$ cat src/logic/moo_params.svh
// Purpose: Constants for the manual output override register bank
// Assumes: Register indices counted in four-byte data blocks
// Notes:   Definitions only
`ifndef MOO_PARAMS_SVH
`define MOO_PARAMS_SVH

// Register indices, single-mode variant
`define MOO_IDX_AO_SINGLE 5'h08
`define MOO_IDX_CTRL      5'h09
// Register indices, per-output mode variants
`define MOO_IDX_MODE      5'h10
`define MOO_IDX_AO        5'h11
`define MOO_IDX_SPSTATE   5'h12

// Control register fields
`define MOO_CTRL_MODE_BIT 4
`define MOO_CTRL_SENS_BIT 6
// Mode register fields
`define MOO_MODE_AO_BIT   0
`define MOO_MODE_W_ANA    5
`define MOO_MODE_W_CLK    4

// Analog code limit and reset values
`define MOO_AO_MAX        12'hFFF
`define MOO_AO_MAX32      32'h0000_0FFF
`define MOO_AO_RST        12'h000
`define MOO_SP_RST        4'h0
`define MOO_MODE_RST      5'h00
`define MOO_RD_RST        32'h0000_0000

`endif

$ cat src/logic/moo_pkg.sv
// Purpose: Types shared by the manual output override register bank
// Assumes: Nothing beyond the constants header
// Notes:   Variant selects register layout
`default_nettype none
package moo_pkg;
  // Meter variant that fixes the register layout
  typedef enum logic [1:0] {
    MOO_SINGLE = 2'b00,
    MOO_MULTI  = 2'b01,
    MOO_CLOCK  = 2'b10
  } moo_variant_e;

  // Register selected by a bus index
  typedef enum logic [2:0] {
    MOO_SEL_NONE = 3'b000,
    MOO_SEL_CTRL = 3'b001,
    MOO_SEL_MODE = 3'b010,
    MOO_SEL_SP   = 3'b011,
    MOO_SEL_AO   = 3'b100
  } moo_sel_e;

  typedef logic [11:0] moo_code_t;
endpackage
`default_nettype wire

$ cat src/logic/moo_ao_sat.sv
// Purpose: Clamp a written word to the 12-bit analog code range
// Assumes: Unsigned write data
// Notes:   Purely combinational
`default_nettype none
`include "moo_params.svh"
module moo_ao_sat (
  // Write data
  input  wire logic [31:0]        wrWord,
  // Clamped code
  output var moo_pkg::moo_code_t  code
);
  import moo_pkg::*;

  // Values beyond the top code load the top code
  always_comb begin
    if (wrWord > `MOO_AO_MAX32) begin
      code = `MOO_AO_MAX;
    end else begin
      code = wrWord[11:0];
    end
  end
endmodule
`default_nettype wire

$ cat src/logic/moo_out_sel.sv
// Purpose: Choose automatic or manual value for each output
// Assumes: Setpoint vectors indexed from setpoint one at bit 0
// Notes:   Purely combinational
`default_nettype none
module moo_out_sel (
  // Automatic sources
  input  wire logic [3:0]         autoSp,
  input  wire logic [3:0]         offMask,
  input  wire logic [11:0]        autoAo,
  // Manual sources
  input  wire logic [3:0]         holdSp,
  input  wire logic [11:0]        holdAo,
  // Per-output manual selects
  input  wire logic [3:0]         manSp,
  input  wire logic               manAo,
  // Selected values
  output logic [3:0]              spNext,
  output logic [11:0]             aoNext
);
  import moo_pkg::*;

  // One selector per setpoint output
  genvar i;
  generate
    for (i = 0; i < 4; i++) begin : g_sp
      assign spNext[i] = manSp[i] ? holdSp[i]
                                  : (autoSp[i] & ~offMask[i]);
    end
  endgenerate

  // Analog output takes the held code in manual
  assign aoNext = manAo ? holdAo : autoAo;
endmodule
`default_nettype wire

$ cat src/logic/moo_regs.sv
// Purpose: Manual override registers for setpoint and analog outputs
// Assumes: One-cycle read and write strobes synchronous to sys_clk
// Notes:   Read data appear one cycle after the read strobe
`default_nettype none
`include "moo_params.svh"

module moo_regs #(
  parameter moo_pkg::moo_variant_e VARIANT     = moo_pkg::MOO_MULTI,
  parameter bit                    TEMP_SENSOR = 1'b0
) (
  // Clock and reset
  input  wire logic               sys_clk,
  input  wire logic               srst,
  // Register port
  input  wire logic               regRead,
  input  wire logic               regWrite,
  input  wire logic [4:0]         regIndex,
  input  wire logic [31:0]        regWdata,
  output logic [31:0]             regRdata,
  output logic                    regRvalid,
  // Internal control sources
  input  wire logic [3:0]         autoSetpoint,
  input  wire logic [11:0]        autoAnalog,
  input  wire logic               sensorFail,
  // Driven outputs
  output logic [3:0]              setpointOut,
  output var moo_pkg::moo_code_t  analogLevel
);
  import moo_pkg::*;

  ////////////////////////////////////////////////////////////////////////
  // Decoding helpers

  // Swap setpoint order between bus layout and internal layout
  function automatic logic [3:0] rev4(input logic [3:0] v);
    rev4 = {v[0], v[1], v[2], v[3]};
  endfunction

  // Map a register index to a register for this variant
  function automatic moo_sel_e decode(input logic [4:0] idx);
    decode = MOO_SEL_NONE;
    if (VARIANT == MOO_SINGLE) begin
      if (idx == `MOO_IDX_CTRL)      decode = MOO_SEL_CTRL;
      if (idx == `MOO_IDX_AO_SINGLE) decode = MOO_SEL_AO;
    end else begin
      if (idx == `MOO_IDX_MODE)      decode = MOO_SEL_MODE;
      if (idx == `MOO_IDX_SPSTATE)   decode = MOO_SEL_SP;
      if (idx == `MOO_IDX_AO && VARIANT == MOO_MULTI) begin
        decode = MOO_SEL_AO;
      end
    end
  endfunction

  ////////////////////////////////////////////////////////////////////////
  // State

  logic        ctrlManual_reg, ctrlManual_next;
  logic [4:0]  mode_reg, mode_next;
  logic [3:0]  holdSp_reg, holdSp_next;
  logic [11:0] holdAo_reg, holdAo_next;
  logic [11:0] shadowAo_reg, shadowAo_next;
  logic        pendAo_reg, pendAo_next;
  logic [3:0]  offMask_reg, offMask_next;
  logic [3:0]  manSpPrev_reg;
  logic        manAoPrev_reg;
  logic [3:0]  spOut_reg;
  logic [11:0] aoOut_reg;
  logic [31:0] rdata_reg, rdata_next;
  logic        rvalid_reg;

  logic [3:0]  manSp;
  logic        manAo;
  logic [3:0]  spNext;
  logic [11:0] aoNext;
  logic [11:0] satCode;
  moo_sel_e    wrSel;
  moo_sel_e    rdSel;
  logic [4:0]  modeMask;

  assign wrSel    = regWrite ? decode(regIndex) : MOO_SEL_NONE;
  assign rdSel    = decode(regIndex);
  assign modeMask = (VARIANT == MOO_CLOCK) ? 5'h0F : 5'h1F;

  // Per-output manual selects from the active mode source
  always_comb begin
    case (VARIANT)
      MOO_SINGLE: begin
        manSp = {4{ctrlManual_reg}};
        manAo = ctrlManual_reg;
      end
      MOO_MULTI: begin
        manSp = rev4(mode_reg[4:1]);
        manAo = mode_reg[`MOO_MODE_AO_BIT];
      end
      MOO_CLOCK: begin
        manSp = rev4(mode_reg[3:0]);
        manAo = 1'b0;
      end
      default: begin
        manSp = 4'h0;
        manAo = 1'b0;
      end
    endcase
  end

  ////////////////////////////////////////////////////////////////////////
  // Helpers

  // Clamp analog write data
  moo_ao_sat u_sat (
    .wrWord (regWdata),
    .code   (satCode)
  );

  // Output selection
  moo_out_sel u_sel (
    .autoSp  (autoSetpoint),
    .offMask (offMask_reg),
    .autoAo  (autoAnalog),
    .holdSp  (holdSp_reg),
    .holdAo  (holdAo_reg),
    .manSp   (manSp),
    .manAo   (manAo),
    .spNext  (spNext),
    .aoNext  (aoNext)
  );

  ////////////////////////////////////////////////////////////////////////
  // Register writes and manual hold values

  always_comb begin
    ctrlManual_next = ctrlManual_reg;
    mode_next       = mode_reg;
    holdSp_next     = holdSp_reg;
    holdAo_next     = holdAo_reg;
    shadowAo_next   = shadowAo_reg;
    pendAo_next     = pendAo_reg;
    // Turn-off requests re-arm once the automatic source drops
    offMask_next    = offMask_reg & autoSetpoint;
    // Hold values track the driven value while automatic, except single-mode setpoints and a pending analog write, so the first
    // manual cycle repeats the last output instead of a stale hold value
    if (VARIANT != MOO_SINGLE) begin
      holdSp_next = (holdSp_reg & manSp) | (spNext & ~manSp);
    end
    if (!manAo) begin
      holdAo_next = pendAo_reg ? shadowAo_reg : aoNext;
    end
    if (manAo && !manAoPrev_reg) begin
      pendAo_next = 1'b0;
    end
    case (wrSel)
      MOO_SEL_CTRL: begin
        ctrlManual_next = regWdata[`MOO_CTRL_MODE_BIT];
        if (regWdata[`MOO_CTRL_MODE_BIT]) begin
          holdSp_next = regWdata[3:0];
        end else begin
          // Automatic: a written zero only turns an active output off
          offMask_next = offMask_next |
                         (spOut_reg & ~regWdata[3:0]);
        end
      end
      MOO_SEL_MODE: begin
        mode_next = regWdata[4:0] & modeMask;
      end
      MOO_SEL_SP: begin
        // Only outputs in manual take the written state
        holdSp_next = (holdSp_next & ~manSp) |
                      (rev4(regWdata[3:0]) & manSp);
      end
      MOO_SEL_AO: begin
        if (manAo) begin
          holdAo_next = satCode;
        end else begin
          shadowAo_next = satCode;
          pendAo_next   = 1'b1;
        end
      end
      default: begin
      end
    endcase
  end

  always_ff @(posedge sys_clk) begin
    if (srst) begin
      ctrlManual_reg <= 1'b0;
      mode_reg       <= `MOO_MODE_RST;
      holdSp_reg     <= `MOO_SP_RST;
      holdAo_reg     <= `MOO_AO_RST;
      shadowAo_reg   <= `MOO_AO_RST;
      pendAo_reg     <= 1'b0;
      offMask_reg    <= `MOO_SP_RST;
      manSpPrev_reg  <= `MOO_SP_RST;
      manAoPrev_reg  <= 1'b0;
    end else begin
      ctrlManual_reg <= ctrlManual_next;
      mode_reg       <= mode_next;
      holdSp_reg     <= holdSp_next;
      holdAo_reg     <= holdAo_next;
      shadowAo_reg   <= shadowAo_next;
      pendAo_reg     <= pendAo_next;
      offMask_reg    <= offMask_next;
      manSpPrev_reg  <= manSp;
      manAoPrev_reg  <= manAo;
    end
  end

  ////////////////////////////////////////////////////////////////////////
  // Outputs and read data

  // Read data; unmapped indices and undefined bits read zero
  always_comb begin
    rdata_next = `MOO_RD_RST;
    case (rdSel)
      MOO_SEL_CTRL: begin
        rdata_next[3:0] = spOut_reg;
        rdata_next[`MOO_CTRL_MODE_BIT] = ctrlManual_reg;
        rdata_next[`MOO_CTRL_SENS_BIT] = TEMP_SENSOR & sensorFail;
      end
      MOO_SEL_MODE: rdata_next[4:0] = mode_reg;
      MOO_SEL_SP:   rdata_next[3:0] = rev4(spOut_reg);
      MOO_SEL_AO:   rdata_next[11:0] = aoOut_reg;
      default:      rdata_next = `MOO_RD_RST;
    endcase
  end

  always_ff @(posedge sys_clk) begin
    if (srst) begin
      spOut_reg  <= `MOO_SP_RST;
      aoOut_reg  <= `MOO_AO_RST;
      rdata_reg  <= `MOO_RD_RST;
      rvalid_reg <= 1'b0;
    end else begin
      spOut_reg  <= spNext;
      aoOut_reg  <= aoNext;
      rdata_reg  <= regRead ? rdata_next : `MOO_RD_RST;
      rvalid_reg <= regRead;
    end
  end

  assign setpointOut = spOut_reg;
  assign analogLevel = aoOut_reg;
  assign regRdata    = rdata_reg;
  assign regRvalid   = rvalid_reg;
endmodule
`default_nettype wire

$ cat config.mk
export PLATFORM = sky130hd
export DESIGN_NAME = moo_regs
export DESIGN_NICKNAME = d
export VERILOG_FILES = /design/src/logic/moo_pkg.sv /design/src/logic/moo_ao_sat.sv /design/src/logic/moo_out_sel.sv /design/src/logic/moo_regs.sv
export VERILOG_INCLUDE_DIRS = /design/src /design/src/logic
export SDC_FILE = /design/constraint.sdc
export NUM_CORES = 1
export LEC_CHECK = 0
export BUFFER_PORTS_ARGS = -buffer_cell sky130_fd_sc_hd__buf_4
export CAP_MARGIN = 20
export CELL_PAD_IN_SITES_DETAIL_PLACEMENT = 1
export CELL_PAD_IN_SITES_GLOBAL_PLACEMENT = 2
export CORE_AREA = 2 2 107 109
export CTS_CLUSTER_SIZE = 16
export DETAILED_ROUTE_END_ITERATION = 10
export DIE_AREA = 0 0 109 111
export PLACE_DENSITY_LB_ADDON = 0.1
export SETUP_SLACK_MARGIN = 0.2
export SLEW_MARGIN = 10
export SYNTH_ARGS = -nofsm -noshare
export SYNTH_HDL_FRONTEND = slang
export SYNTH_HIERARCHICAL = 1
export SYNTH_SLANG_ARGS = --single-unit
$ cat constraint.sdc
create_clock -name sys_clk -period 2.08 [get_ports sys_clk]
set_clock_uncertainty 0.2 [all_clocks]
set_input_delay 0.312 -clock sys_clk [delete_from_list [all_inputs] [get_ports sys_clk]]
set_output_delay 0.312 -clock sys_clk [all_outputs]
set_load 0.02 [all_outputs]
==> results of run 1 <==
-- worst min path at each step --
stage / from / end / depth (start not counted)
global placement: offMask_reg[3] / offMask_reg[3] / 2
finish: autoSetpoint[2] / offMask_reg[2] / 3
floorplan: offMask_reg[0] / offMask_reg[0] / 2
global route: autoSetpoint[2] / offMask_reg[2] / 3
CTS: autoSetpoint[3] / offMask_reg[3] / 3
detailed placement: offMask_reg[3] / offMask_reg[3] / 2
-- power by group through the flow --
stage	logic, mW	registers, mW	clock network [mW]
finish	0.338	1.37	1.65
global route	0.371	1.37	1.75
CTS	0.341	1.37	1.69
detailed placement	0.339	1.40	0
global placement	0.335	1.40	0
floorplan	0.184	1.41	0
-- cell families (layout without fill, tap and decap cells) --
family	Yosys count	count (layout)	share of synthesized area, %
other	1	20	0.120
multiplexers	24	24	9.36
AND/OR/NAND/NOR	141	141	23.4
buffers and inverters	43	120	9.12
AO/OA/AOI/OAI	67	67	14.6
flip-flops	68	68	43.5
-- area by class of cell --
| class | count | area (µm²) |
|---|---|---|
| sequential | 68 | 1360 |
| timing repair buffer | 103 | 828 |
| inverter | 1 | 3.75 |
| clock buffer | 9 | 225 |
| fill | 1299 | 6830 |
| tap | 143 | 179 |
| clock inverter | 7 | 97.6 |
| multi-input combinational | 252 | 1550 |
-- cells in the final DEF, fill, tap and decap left out, types with 2 or more instances in the layout --
cell	n
a311oi_1	16
clkinvlp_4	2
o21ai_0	21
buf_12	3
buf_4	99
a21oi_1	6
nor4_1	4
mux2_4	10
dfxtp_1	67
nor3b_4	2
nor2b_1	29
nand3_1	5
nor2_1	34
o22ai_1	3
conb_1	20
a22oi_1	5
mux2_2	2
clkbuf_16	10
nand2b_1	5
bufinv_16	2
nand2_1	44
a211oi_1	13
inv_6	2
a221oi_1	3
mux2i_1	12
and3_1	8
-- critical path: stages, from the launching register on --
cell	delay, ns
dfxtp_2	0.39
buf_12	0.20
mux2_2	0.36
nor2b_1	0.13
a211oi_1	0.26
a311oi_1	0.09
-- per-layer routing --
metal / wire length, µm / part of all wire [%]
met2: 4060 / 45
met1: 4380 / 49
met3: 505 / 5.6
met5: 0 / 0
met4: 76 / 0.84
-- timing repair --
action	4_1_cts	5_1_grt
endpoints found under the setup margin	0	1
gates resized for setup	0	1
endpoints found under the hold margin	0	0
==> results.md, run 1 <==
- Run status: completed
- Final weighted congestion of routability-driven global placement: 0.741
- Leading cell types by count after synthesis: dfxtp_1 (68), nand2_1 (44), nor2_1 (34)
- HPWL Detailed: 6450 µm
- Area added between synthesis and finish: 35.8%
- Max Cap Violations: 0
- FMAX: 558 MHz
- FF-to-FF setup slack: 0.29 ns
- Die extent in x: 109 µm
- Largest area contributor in the synthesized netlist: dfxtp_1
- Synthesis-stage register bit count: 68
- Count of endpoints failing hold in the final timing report: 0
- Total global-route track usage: 15.2%
- Non-filler instance count after layout: 583
- Vias: 2,685
- Relative slew slack: 59.2%
- Fraction of the yosys area taken by sequential cells: 43.5%
- Max FO, Critical Path: 21
- Crit Reg-Reg Endpoint: holdAo_reg[9]
- Number of enable-type register cells in the synthesized netlist: 0
- FFs w/ async S/R, synth: 0%
- CTS Root Cell: clkbuf_16
- Clock buffer count from CTS: 9
- Final worst path period share: 86.2%
- Last element of the critical path: holdAo_reg[9]
- Number of library cell types mapped by synthesis: 37
- Worst setup EP type: flip-flop
- Fraction of power consumed by sequential logic: 40.8%
- Cts hold-fix bufs: 0
- M3 GR Usage: 3.41%
- Cell internal power dissipation: 2.56 mW
- Maximum vdd ir drop: 0.386 mV
- Wirelength, routed: 9010 µm
- Design area: 4250 µm²
- Crit path time final: 1.79 ns
- Final worst setup slack: 0.288 ns
- Minimum hold slack: 0.0113 ns
- Worst r2r path cells: 5
- Vias in the first global route: 2,726
- Hold crit path type: input pin to flip-flop
- Slew at the pin closest to its max-slew limit: 0.612 ns
- Starting Density: 28.3%
- Detailed-route vias per instance: 4.61
- Insertion delay to the later sink of the worst-skew pair: 0.33 ns
- Remaining routing DRC violations: 0
- Area share of the largest cell type after synthesis: 43.5%
- Number of top-level pins: 107
- Reg2reg start: mode_reg[0]
- Met1 global-route usage: 21.0%
- Met2 track utilization from global routing: 23.4%
- Standard-cell row count: 39
- Synthesized instance count: 344
- Final cell utilization of the core: 38.4%
- Worst setup timing slack at the placement stage: 0.0283 ns
- Unrepaired setup endpoints after global routing: no
- CTS tree: yes
- Number of nets with antenna violations after detailed routing: 0
- Setup violation total in the final timing report: 0
- Clock network fraction of design power: 49.2%
- DRT Pass-1 Iters: 4
- Die Height: 111 µm
- Crit Path Category: flip-flop to flip-flop
- Setup TNS: 0 ns
- Bufs on Longest Clock Path: 2
- Switching portion of total power: 23.6%
- Cell with the most instances after synthesis: dfxtp_1
- Clock-pin slew of the registers on the worst-case setup and hold paths: 0.06 ns
- Count of buffers inserted at the top-level ports: 85
- Cell area after placement: 3900 µm²
- H-tree levels: 3
- Leak Pwr: 1.70 nW
- Busiest grt layer: met2
- Arrival time worst endpoint: 1.78 ns
- Die outline area: 12,100 µm²
- First-pass GRT wire length: 14,200 µm
- Most instantiated flip-flop cell in the synthesis netlist: dfxtp_1
- Critical path origin: mode_reg[0]
- Combinational Power Share: 10.1%
- Number of antenna repair diodes: 0
- Number of warnings printed during yosys synthesis: 6
- Violation count after the first detailed-route iteration: 123
- Cells taking the most area after synthesis: dfxtp_1 (44%), nor2b_1 (5.8%), nand2_1 (5.3%)
- Mapped Avg Cell Area: 9.10 µm²
- Floorplan core area: 11,100 µm²
- Number of placed instances, taps included: 566
- Avg WL per Cell: 15.5 µm
- Final-report max-slew violation count: 0
- GR Overflow Total: 0
- Power Dens Cells: 789 nW/µm²
- Final #Nets: 493
- Largest net degree at the start of global routing: 56
- Setup repair bufs after CTS: 0
- Overall power consumption: 3.35 mW
- Number of sinks handled by clock tree synthesis: 68
- Worst Setup Start Kind: flip-flop
- Antenna violations before repair: 0
- Required time of the worst setup path: 2.06 ns
- Post-synth design cell area: 3130 µm²
- Share of layout cells above drive strength 1: 31.4%
- Sw power: 792 µW
(Power assumes the default switching activity.)
==> inputs of run 2 (changes only) <==
Settings changed: CELL_PAD_IN_SITES_DETAIL_PLACEMENT 1 to default, CELL_PAD_IN_SITES_GLOBAL_PLACEMENT 2 to default, CORE_AREA 2 2 107 109 to 2 2 91 93, DIE_AREA 0 0 109 111 to 0 0 93 95, PLACE_DENSITY from default to 0.66, PLACE_DENSITY_LB_ADDON 0.1 to default.
==> run 2 against run 1 <==
  * Die area decreased by 27%
  * Routed wire length down 17%
  * Via count grew 0.48%
  * Critical endpoint is now holdAo_reg[11]
==> results.md, run 2 (synthesis results as in run 1) <==
- Switching portion of total power: 26.8%
- Count of endpoints failing hold in the final timing report: 0
- Power Dens Cells: 659 nW/µm²
- Launch instance of the worst min-delay path: regWdata[0]
- Worst setup EP type: flip-flop
- Combinational Power Share: 12.5%
- Slowest cell on crit path: dfxtp_2
- Die extent in x: 93 µm
- Die Height: 95 µm
- HPWL Detailed: 5240 µm
- Final worst path period share: 83.6%
- Clock-pin slew of the registers on the worst-case setup and hold paths: 0.07 ns
- Worst r2r path cells: 5
- Final weighted congestion of routability-driven global placement: 0.814
- Relative slew slack: 62.8%
- H-tree levels: 3
- Fraction of power consumed by sequential logic: 51.4%
- Setup TNS: 0 ns
- Critical-path cell list: buf_12, mux2_2, nor2b_1, a211oi_1, a311oi_1
- Bufs on Longest Clock Path: 2
- Commonest cells after routing, fill and taps aside: buf_4 (96), dfxtp_1 (67), nand2_1 (44), nor2_1 (34), nor2b_1 (29)
- Number of nets with antenna violations after detailed routing: 0
- GR Overflow Total: 0
- Required time of the worst setup path: 2.08 ns
- Share of layout cells above drive strength 1: 30.3%
- Insertion delay to the later sink of the worst-skew pair: 0.34 ns
- Vias: 2,698
- Antenna violations before repair: 0
- Max Cap Violations: 0
- Number of sinks handled by clock tree synthesis: 68
- Final #Nets: 492
- Reg2reg start: mode_reg[0]
- Starting Density: 39.5%
- Setup repair bufs after CTS: 0
- Non-filler instance count after layout: 544
- Maximum vdd ir drop: 0.263 mV
- Arrival time worst endpoint: 1.74 ns
- Final cell utilization of the core: 50.9%
- Hold Path Stages: 3
- Largest stage delay on the critical path: 0.39 ns
- FF-to-FF setup slack: 0.34 ns
- DRT Pass-1 Iters: 4
- Area added between synthesis and finish: 28.8%
- Sw power: 712 µW
- Unrepaired setup endpoints after global routing: no
- First-pass GRT wire length: 11,800 µm
- Setup violation total in the final timing report: 0
- Total global-route track usage: 16.9%
- Cell internal power dissipation: 1.94 mW
- Crit Path Category: flip-flop to flip-flop
- Clock buffer count from CTS: 9
- Run status: completed
- Largest net degree at the start of global routing: 56
- Number of placed instances, taps included: 523
- Floorplan core area: 7930 µm²
- Crit Reg-Reg Endpoint: holdAo_reg[11]
- Standard-cell row count: 33
- Max FO, Critical Path: 21
- Slew at the pin closest to its max-slew limit: 0.559 ns
- Hold crit path type: input pin to flip-flop
- CTS Root Cell: clkbuf_8
- Violation count after the first detailed-route iteration: 190
- Clock network fraction of design power: 36.1%
- Number of top-level pins: 107
- Vias in the first global route: 2,438
- Worst Setup Start Kind: flip-flop
- Leading cell type in the layout, fill and taps excluded: buf_4
- End point of the worst hold path: mode_reg[0]
- Avg WL per Cell: 13.8 µm
- Remaining routing DRC violations: 0
- Number of antenna repair diodes: 0
- Detailed-route vias per instance: 4.96
- Final-report max-slew violation count: 0
- Crit path time final: 1.74 ns
- Die outline area: 8840 µm²
- CTS tree: yes
- Leak Pwr: 1.63 nW
- Wirelength, routed: 7510 µm
- Critical path origin: mode_reg[0]
- Count of buffers inserted at the top-level ports: 85
- FMAX: 575 MHz
## run 2: final cells by class
cell class / instances / area, µm²
flip-flops and latches: 68 / 1360
clock buffers: 9 / 124
repair buffers: 102 / 806
multi-input cells: 252 / 1550
fillers: 779 / 3900
clock inverters: 7 / 50.0
well taps: 105 / 131
inverters: 1 / 3.75
## run 2: what timing repair did
| action | in CTS | in global routing |
|---|---|---|
| resized for setup | 0 | 1 |
| hold endpoints to repair | 4 | 0 |
| endpoints found under the setup margin | 0 | 1 |
| hold buffers | 4 | 0 |
## run 2: worst max path at each step
stage	to	cells past startpoint
2_1_floorplan	shadowAo_reg[2]	6
3_3_place_gp	regRdata[8]	6
3_5_place_dp	holdAo_reg[6]	5
4_1_cts	holdAo_reg[11]	5
5_1_grt	holdAo_reg[9]	5
6_report	holdAo_reg[11]	5
## run 2: power groups by stage
stage	clock, mW	sequential, mW	combinational (mW)
floorplan	0	1.41	0.184
global placement	0	1.39	0.322
detailed placement	0	1.40	0.326
CTS	0.977	1.36	0.333
global route	1.04	1.37	0.362
finish	0.958	1.37	0.333
## run 2: through the flow
step                hold WS, ns  power [mW]  setup slack, ns  area, µm²
CTS                      0.0373        2.68            0.309       4010
floorplan                 0.211        1.60            0.280       3200
global placement          0.219        1.72           0.0637       3790
detailed placement        0.223        1.72           0.0361       3790
finish                   0.0466        2.66            0.342       4030
global route             0.0414        2.77            0.233       4030
## run 2: layer usage
metal | share of wire (%) | track usage, % | up-vias
met5 | 0 | 0 | -
li1 | - | - | 1344
met2 | 46 | 26.1 | 106
met4 | 1.1 | 7.48 | 0
met1 | 46 | 23.6 | 1240
met3 | 7.0 | 2.15 | 8
## run 2: worst max-delay path, delay by kind of cell (launching register included)
| kind | cells | cell delay [ns] |
|---|---|---|
| muxes | 1 | 0.38 |
| buffers and inverters | 1 | 0.20 |
| and+or+nand+nor | 1 | 0.14 |
| DFF | 1 | 0.39 |
| AOI/OAI and AO/OA | 2 | 0.28 |
